[config.mk]
export PLATFORM = sky130hd
export DESIGN_NAME = load_monitor_status_bank
export DESIGN_NICKNAME = d
export VERILOG_FILES = /design/src/logic/load_monitor_pkg.sv /design/src/logic/load_monitor_status_bank.sv
export SDC_FILE = /design/constraint.sdc
export NUM_CORES = 1
export LEC_CHECK = 0
export BUFFER_PORTS_ARGS = -buffer_cell sky130_fd_sc_hd__buf_2
export CAP_MARGIN = 20
export CORE_ASPECT_RATIO = 0.6
export CORE_MARGIN = 3
export CORE_UTILIZATION = 25
export DETAILED_ROUTE_END_ITERATION = 10
export HOLD_SLACK_MARGIN = 0.12
export SETUP_SLACK_MARGIN = 0.15
export SLEW_MARGIN = 20
export SYNTH_ARGS = -nofsm -noshare
export SYNTH_HDL_FRONTEND = slang
export SYNTH_SLANG_ARGS = --single-unit
export TNS_END_PERCENT = 10
[constraint.sdc]
create_clock -name clk -period 2.1 [get_ports clk]
set_input_delay 0.21 -clock clk [delete_from_list [all_inputs] [get_ports clk]]
set_output_delay 0.21 -clock clk [all_outputs]
set_load 0.02 [all_outputs]
[src/logic/load_monitor_pkg.sv]
// Package with register map, field layout and carrier types of the load monitor status bank.
package load_monitor_pkg;

    // ------------------------------------------------------------
    // Register indices (byte address is four times the index)
    // ------------------------------------------------------------
    localparam logic [7:0] IDX_WARN_SYS1 = 8'h34;
    localparam logic [7:0] IDX_ALARM_SYS1 = 8'h35;
    localparam logic [7:0] IDX_SETUP_SYS1 = 8'h36;
    localparam logic [7:0] IDX_WARN_SYS2 = 8'hfc;
    localparam logic [7:0] IDX_ALARM_SYS2 = 8'hfd;
    localparam logic [7:0] IDX_SETUP_SYS2 = 8'hfe;
    localparam logic [7:0] IDX_IRQ_STATUS = 8'h40;
    localparam logic [7:0] IDX_IRQ_MASK = 8'h41;
    localparam logic [7:0] IDX_MODE_FLAGS = 8'h42;

    // ------------------------------------------------------------
    // Field positions and widths
    // ------------------------------------------------------------
    localparam int REG_W = 16;
    localparam int AXIS_W = 14;
    localparam int SPINDLE1_BIT = 15;
    localparam int SPINDLE2_BIT = 14;
    localparam int ERR_NOT_REGISTERED = 0;
    localparam int ERR_ALARM_BELOW_WARN = 1;
    localparam int ERR_CAPACITY = 2;
    localparam int ERR_NO_TEACH_TIME = 3;
    localparam int ERR_TOL_INVERTED = 8;
    localparam int ERR_OVR_INVERTED = 9;
    localparam int ERR_BASE_AXIS = 10;
    localparam logic [15:0] SETUP_ERR_MASK = 16'h070f;

    // Interrupt status bits: per system warning, alarm and setup error.
    localparam int IRQ_W = 6;
    localparam logic [15:0] REG_RESET = 16'h0000;
    localparam logic [5:0] IRQ_RESET = 6'h00;

    typedef struct packed {
        logic [REG_W-1:0] warn;
        logic [REG_W-1:0] alarm;
        logic [REG_W-1:0] setup;
    } sys_bank_t;

    // Inputs from the sequence program and the monitoring logic, per system.
    typedef struct packed {
        logic runReq;
        logic teachSel;
        logic monitorSel;
        logic alarmClr;
        logic warnClr;
        logic [REG_W-1:0] warnExceed;
        logic [REG_W-1:0] alarmExceed;
        logic [REG_W-1:0] setupErr;
    } sys_in_t;

    typedef struct packed {
        logic running;
        logic teachActive;
        logic monitorActive;
    } sys_flags_t;

    typedef struct packed {
        logic [7:0] address;
        logic read;
        logic write;
        logic [31:0] writedata;
    } avmm_req_t;

endpackage

[src/logic/load_monitor_status_bank.sv]
// Load monitor status bank for two part systems with an Avalon-MM slave.
// Function
// Monitor sets warning bit on warning exceed.
// Alarm or warning clear empties warning register.
// Dropping run request empties warning register.
// Monitor sets alarm bit on alarm exceed.
// Only alarm clear empties alarm register.
// Bitmaps hold first and second spindle bits.
// Bit 0: selected teaching data unregistered.
// Bit 1: alarm threshold below warning.
// Bit 2: teaching entries exceed capacity.
// Bit 3: no teaching time accumulated.
// Bit 8: upper tolerance below lower.
// Bit 9: maximum override below minimum.
// Bit 10: invalid base axis selection.
// Setup errors set; alarm clear empties.
// Sequence program drives run and clear inputs.
// Report running, teaching and monitor flags.
// Bits stay set until their clear.
`timescale 1ns/1ps

module load_monitor_status_bank #(
    parameter int NUM_SYS = 2
) (
    input wire logic clk,
    input wire logic rst,
    input wire load_monitor_pkg::sys_in_t sysIn [NUM_SYS],
    input wire load_monitor_pkg::avmm_req_t avs,
    output logic [31:0] avsReaddata,
    output logic avsWaitrequest,
    output logic irq,
    output load_monitor_pkg::sys_flags_t sysFlags [NUM_SYS]
);

    // ------------------------------------------------------------
    // State
    // ------------------------------------------------------------
    typedef struct packed {
        load_monitor_pkg::sys_bank_t [NUM_SYS-1:0] bank;
        load_monitor_pkg::sys_flags_t [NUM_SYS-1:0] flags;
        logic [load_monitor_pkg::IRQ_W-1:0] irqStatus;
        logic [load_monitor_pkg::IRQ_W-1:0] irqMask;
        logic [31:0] rdata;
        logic ack;
        logic irqOut;
    } state_t;

    state_t state_reg;
    state_t state_next;

    logic [NUM_SYS-1:0] monActive;
    logic [load_monitor_pkg::IRQ_W-1:0] irqEvent;

    // ------------------------------------------------------------
    // Per-system status bits
    // ------------------------------------------------------------
    // The answer comes one cycle after the request is seen, so waitrequest
    // is high in the first cycle of every access and low in the second.
    always_comb begin
        logic [31:0] rd;
        logic [7:0] idx;
        rd = 32'h0000_0000;
        idx = avs.address;
        state_next = state_reg;
        irqEvent = '0;
        for (int s = 0; s < NUM_SYS; s++) begin
            monActive[s] = sysIn[s].runReq && sysIn[s].monitorSel;
            // Mode flags report.
            state_next.flags[s].running = sysIn[s].runReq;
            state_next.flags[s].teachActive = sysIn[s].runReq && sysIn[s].teachSel;
            state_next.flags[s].monitorActive = monActive[s];
            // Warning clears.
            if (sysIn[s].alarmClr || sysIn[s].warnClr || !sysIn[s].runReq) begin
                state_next.bank[s].warn = '0;
            end
            // Sticky warning set.
            if (monActive[s]) begin
                state_next.bank[s].warn = state_next.bank[s].warn | sysIn[s].warnExceed;
            end
            // Alarm clear only.
            if (sysIn[s].alarmClr) begin
                state_next.bank[s].alarm = '0;
                state_next.bank[s].setup = '0;
            end
            // Sticky alarm set.
            if (monActive[s]) begin
                state_next.bank[s].alarm = state_next.bank[s].alarm | sysIn[s].alarmExceed;
            end
            // Setup error set.
            state_next.bank[s].setup = state_next.bank[s].setup
                | (sysIn[s].setupErr & load_monitor_pkg::SETUP_ERR_MASK);
            irqEvent[3*s] = monActive[s] && (sysIn[s].warnExceed != '0);
            irqEvent[3*s+1] = monActive[s] && (sysIn[s].alarmExceed != '0);
            irqEvent[3*s+2] = (sysIn[s].setupErr & load_monitor_pkg::SETUP_ERR_MASK) != '0;
        end

        // --------------------------------------------------------
        // Bus slave
        // --------------------------------------------------------
        state_next.ack = (avs.read || avs.write) && !state_reg.ack;
        case (idx)
            load_monitor_pkg::IDX_WARN_SYS1: rd[15:0] = state_reg.bank[0].warn;
            load_monitor_pkg::IDX_ALARM_SYS1: rd[15:0] = state_reg.bank[0].alarm;
            load_monitor_pkg::IDX_SETUP_SYS1: rd[15:0] = state_reg.bank[0].setup;
            load_monitor_pkg::IDX_WARN_SYS2: rd[15:0] = state_reg.bank[NUM_SYS-1].warn;
            load_monitor_pkg::IDX_ALARM_SYS2: rd[15:0] = state_reg.bank[NUM_SYS-1].alarm;
            load_monitor_pkg::IDX_SETUP_SYS2: rd[15:0] = state_reg.bank[NUM_SYS-1].setup;
            load_monitor_pkg::IDX_IRQ_STATUS: rd[5:0] = state_reg.irqStatus;
            load_monitor_pkg::IDX_IRQ_MASK: rd[5:0] = state_reg.irqMask;
            load_monitor_pkg::IDX_MODE_FLAGS: rd[5:0] = {state_reg.flags[NUM_SYS-1],
                                                         state_reg.flags[0]};
            default: rd = 32'h0000_0000;
        endcase
        if (avs.read && !state_reg.ack) begin
            state_next.rdata = rd;
        end
        // The write lands at the edge where waitrequest is seen low, as the master expects.
        if (avs.write && state_reg.ack && idx == load_monitor_pkg::IDX_IRQ_MASK) begin
            state_next.irqMask = avs.writedata[load_monitor_pkg::IRQ_W-1:0];
        end
        // A read clears the status, but an event in the same cycle survives.
        if (avs.read && !state_reg.ack && idx == load_monitor_pkg::IDX_IRQ_STATUS) begin
            state_next.irqStatus = '0;
        end
        state_next.irqStatus = state_next.irqStatus | irqEvent;
        state_next.irqOut = (state_next.irqStatus & state_next.irqMask) != '0;
    end

    always_ff @(posedge clk) begin
        if (rst) begin
            state_reg <= '0;
        end else begin
            state_reg <= state_next;
        end
    end

    assign avsReaddata = state_reg.rdata;
    assign avsWaitrequest = !state_reg.ack;
    assign irq = state_reg.irqOut;
    for (genvar g = 0; g < NUM_SYS; g++) begin : gFlags
        assign sysFlags[g] = state_reg.flags[g];
    end

endmodule

# Yosys cells after proc, flatten, opt, wreduce, memory -nomap -nowiden
# Index checks and enable logic that the tools add are counted.
[op_classes]
n_lt_le_gt_ge = 0
mux = 12
n_eq_ne = 9
shift = 0
n_addsub = 0
n_mul = 0
n_reduce_logical = 28
div = 0
bitwise_logic = 8
[ops]
columns = ["op", "n"]
rows = [
  ["2-to-1 mux 16 bit", 6],
  ["nonzero test 16 bit", 6],
  ["2-to-1 mux 32 bit", 2],
  ["OR 16 bit", 4],
  ["case mux 10 bit (6 select lines)", 1],
  ["case mux 6 bit (9 select lines)", 1],
  ["OR 16 x 11 -> 16 bit", 2],
  ["== test 8 x 6 -> 1 bit (second input constant)", 3],
  ["== test 8 x 7 -> 1 bit (second input constant)", 3],
  ["== test 8 bit (second input constant)", 3],
  ["logical AND 1 bit", 13],
  ["2-to-1 mux 6 bit", 2],
  ["AND 6 bit", 1],
  ["OR 6 bit", 1],
  ["nonzero test 6 bit", 1],
  ["logical OR 1 bit", 5],
  ["zero test 1 bit", 3],
]
[word_totals]
reg_bits = 132
output_inout_bits = 40
latchBits = 0
inputBits = 150
n_memories = 0
mem_bits_ro = 0
mem_bits_rw = 0
wordCells = 74

# Logic depth before layout (Yosys ltp)
[logic_depth]
word_depth = 7
mapped_depth = 8
mapped_depth_nobuf = 6

# Least setup slack after synthesis
# OpenSTA, ideal clock, no wires.
[synth_path]
kind = "register to register"
startpoint = "register state_reg[1] in the netlist's numbering"
endpoint = "register state_reg, in the netlist irq"
path_stages_with_launch = 7
t_arrival_ps = 1364
synth_period_minus_slack_ps = 1492
path_slack_ps = 608
setup_ps = 128
n_path_buf = 0
required_time_ps = 1972
path_cell_list = "dfxtp_1 > nor2b_1 > nand4_1 > a32oi_1 > o22ai_1 > nor3_1 > nor2_1"
[synth_via]
elab_chain_len = 7
word_cells_on_any_way = 10
cone_classes = "mux (2); bitwise (2); reduce/logical (6)"
[synth_lines]
columns = ["element", "line", "source"]
rows = [
  ["start: declaration", "load_monitor_status_bank.sv:48", "state_t state_reg;"],
  ["start signal: assignment", "load_monitor_status_bank.sv:133", "state_reg <= state_next;"],
  ["zero test 1 bit", "load_monitor_status_bank.sv:122", "if (avs.read && !state_reg.ack && idx == load_monitor_pkg::IDX_IRQ_STATUS) begin"],
  ["logical AND 1 bit (2 in series)", "load_monitor_status_bank.sv:122", ""],
  ["2-to-1 mux 6 bit", "load_monitor_status_bank.sv:122", ""],
  ["OR 6 bit", "load_monitor_status_bank.sv:125", "state_next.irqStatus = state_next.irqStatus | irqEvent;"],
  ["AND 6 bit (*)", "load_monitor_status_bank.sv:126", "state_next.irqOut = (state_next.irqStatus & state_next.irqMask) != '0;"],
  ["nonzero test 6 bit (*)", "load_monitor_status_bank.sv:126", ""],
]
# Every way passes the cells marked *; elsewhere a longest branch is shown, timed or not.
# A chain may end at the register's enable or synchronous reset.

# Final worst setup path
[layout_path]
startpoint = "input port sysIn[22] in the netlist's numbering"
endpoint = "register state_reg, in the netlist irq"
[layout_via]
elab_chain_len = 5
[layout_lines]
columns = ["element", "line", "source"]
rows = [
  ["start: declaration", "load_monitor_status_bank.sv:27", "input wire load_monitor_pkg::sys_in_t sysIn [NUM_SYS],"],
  ["nonzero test 16 bit", "load_monitor_status_bank.sv:93", "irqEvent[3*s+1] = monActive[s] && (sysIn[s].alarmExceed != '0);"],
  ["logical AND 1 bit", "load_monitor_status_bank.sv:93", ""],
  ["OR 6 bit", "load_monitor_status_bank.sv:125", ""],
  ["AND 6 bit", "load_monitor_status_bank.sv:126", ""],
  ["nonzero test 6 bit", "load_monitor_status_bank.sv:126", ""],
]
# Every way passes these cells.

==> results.sh <==
export IMPL_hold_class="in2reg"
export IMPL_slowest_delay_ps=540
export IMPL_diodes=0
export IMPL_postRouteAntennaNets=0
export IMPL_htree_levels=4
export IMPL_grt_max_degree=38
export IMPL_synth_edf_count=0
export IMPL_crit_family="simple AND/OR/NAND/NOR gates"
export IMPL_path_max_fanout=2
export IMPL_rsz0062_at_grt="no"
export IMPL_synth_distinct_cells=44
export IMPL_yosysWarnings=0
export IMPL_wl_per_cell_um=19.3
export IMPL_ys_flop_type="dfxtp_1"
export IMPL_largest_register_ff_count=91
export IMPL_worst_slack_ps=253
export IMPL_cp_slowest_cell="dlygate4sd3_1"
export IMPL_grt_antenna_before_repair=0
export IMPL_gp_congestion=0.826
export IMPL_ys_ff_latch=114
export IMPL_dr_pass1_iters=5
export IMPL_clockBufferDepth=2
export IMPL_chipHeight_um=113
export IMPL_crit_buf_inv=2
export IMPL_vdd_drop_max_uv=607
export IMPL_overflow=0
export IMPL_clock_sinks=114
export IMPL_syn_inst=498
export IMPL_clock_fmax_mhz=541
export IMPL_slew_headroom_pct=27.9
export IMPL_core_mm2=0.0184
export IMPL_syn_area_mm2=0.00481
export IMPL_ios=190
export IMPL_wirelength_um=18600
export IMPL_synth_top_area_share_pct=47.4
export IMPL_critical_path_class="in2reg"
export IMPL_dieArea_mm2=0.0210
export IMPL_cp_start_kind="input pin"
export IMPL_initial_core_util_pct=26.1
export IMPL_clk_pin_slew_ps=50
export IMPL_drive_above_1_share_pct=28.2
export IMPL_critPathRequiredTime_ps=2390
export IMPL_yosysTopAreaCell="dfxtp_1"
export IMPL_report_final_slew_viol_count=0
export IMPL_worst_skew_pair_late_latency_ps=420
export IMPL_setup_viol=0
export IMPL_power_density_mw_per_mm2=833
export IMPL_via_per_inst=5.03
export IMPL_synthArstFlopShare_pct=0
export IMPL_first_iter_violations=501
export IMPL_cts_tree="yes"
export IMPL_nets=858
export IMPL_min_period_ps=1850
export IMPL_yosysSeqAreaShare_pct=47.4
export IMPL_max_slew_worst_pin_slew_ps=1080
export IMPL_dieWidth_um=185
export IMPL_portBuffers=129
export IMPL_fin_worst_skew_ps=11.7
export IMPL_hold_viol=0
export IMPL_crit_chain="dlygate4sd3_1 -> buf_2 -> nor4_2 -> nand4_1 -> a32oi_2 -> o22ai_1 -> nor3_1 -> nor2_1"
export IMPL_arrival_ps=2130
export IMPL_status="completed"
export IMPL_drc=0
export IMPL_area_delta_synth_final_pct=48.5
export IMPL_place_ws_ps=62.0
export IMPL_numCtsBuffers=17
export IMPL_grtUsageTotal_pct=17.3
export IMPL_finalCritPeriodShare_pct=88.0
export IMPL_drv_cap=0
export IMPL_vias=4831
export IMPL_fin_tns_setup_ps=0
export IMPL_place_hpwl_um=13600
export IMPL_grt_pass1_vias=4478
export IMPL_root_buffer="clkbuf_16"
export IMPL_rows=38
export IMPL_yosys_top_cells_area="dfxtp_1 47%, a22o_1 12%, buf_4 5.9%"
export IMPL_postSynthAreaPerCell_um2=9.66
export IMPL_worst_setup_path_end_kind="flop"
export IMPL_power_leakage_nw=2.93
export IMPL_grt_pass1_wl_um=26700
==> through the flow <==
stage	std cells	total power, W	hold WS (ps)	instance area, um^2	util (%)
floorplan	513	0.00258	296	4870	-
global placement	838	0.00280	414	5570	30.2
detailed placement	838	0.00280	413	5570	30.2
CTS	960	0.00595	128	7080	38.4
global route	961	0.00614	145	7140	38.7
finish	961	0.00595	154	7140	38.7
==> power breakdown <==
| group | internal (W) | total, W | switching, W |
|---|---|---|---|
| Clock | 0.00201 | 0.00303 | 0.00103 |
| Combinational | 0.000297 | 0.000609 | 0.000312 |
| Sequential | 0.00224 | 0.00231 | 0.0000617 |
| Total | 0.00455 | 0.00595 | 0.00140 |
==> cell families (layout without fill, tap and decap cells) <==
| family | count (synthesis) | count (layout) | synth area share (%) |
|---|---|---|---|
| AO/OA/AOI/OAI | 173 | 173 | 26.0 |
| buffers and inverters | 69 | 277 | 8.97 |
| flip-flops | 114 | 114 | 47.4 |
| multiplexers | 15 | 15 | 3.12 |
| other | 1 | 16 | 0.0779 |
| AND/OR/NAND/NOR | 126 | 126 | 14.4 |
==> Yosys cell counts (all sizes together) (2+ instances only) <==
| cell type | instances |
|---|---|
| nand2b | 3 |
| inv | 3 |
| nand3 | 4 |
| o21ai | 15 |
| nor2b | 5 |
| a32oi | 5 |
| and2 | 6 |
| a221oi | 2 |
| nand4 | 7 |
| nor3 | 10 |
| a21oi | 45 |
| nor2 | 48 |
| a22oi | 24 |
| mux2i | 15 |
| nor4b | 2 |
| buf | 48 |
| dfxtp | 114 |
| clkbuf | 18 |
| o22ai | 7 |
| nor4 | 18 |
| or2 | 2 |
| a211oi | 4 |
| nand2 | 16 |
| nand3b | 3 |
| a221o | 2 |
| a22o | 65 |
==> per-layer routing <==
metal | vias up | routed length [um] | GRT usage, % | share of wire (%)
met2 | 250 | 7300 | 22.3 | 39
met4 | 0 | 122 | 4.20 | 0.66
li1 | 2250 | - | - | -
met5 | - | 0 | 0 | 0
met3 | 10 | 1620 | 3.82 | 8.7
met1 | 2321 | 9520 | 28.1 | 51
==> worst register-to-register path: cells and delay by family, from the launching register on <==
family	cells	cell delay, ps
simple gates	4	680
flops	1	380
mux	1	320
compound gates	1	140
==> final timing paths <==
path	to	cells past startpoint	startpoint	slack (ps)
max	irq	8	sysIn[22]	250
min	state_reg[41]	3	sysIn[103]	150
max reg2reg	irq	6	state_reg[1]	440
min reg2reg	avsReaddata[2]	2	avsReaddata[2]	450
==> layout by cell type (no fill, tap or decap), types with 14 or more instances in the layout <==
master / instances
buf_4: 22
nor4_1: 14
dfxtp_1: 114
a22oi_1: 24
clkbuf_16: 17
a22o_1: 65
nor2_1: 46
mux2i_1: 15
conb_1: 16
buf_2: 129
dlygate4sd3_1: 90
a21oi_1: 45
nand2_1: 15
==> what timing repair did <==
item | in CTS | in global routing
hold buffers | 90 | 0
endpoints found under the hold margin | 89 | 0
buffers inserted | 0 | 1
setup endpoints to repair | 0 | 1
gates resized for setup | 0 | 7
==> cell type report <==
cell class              instances  area [um^2]
clock buffers                  22          454
clock inverters                10          158
fillers                      1839        11300
inverters                       3         11.3
multi-input cells             330         2200
flip-flops and latches        114         2280
well taps                     240          300
repair buffers                242         1730
Note: power is estimated with default switching activity, not from simulation.
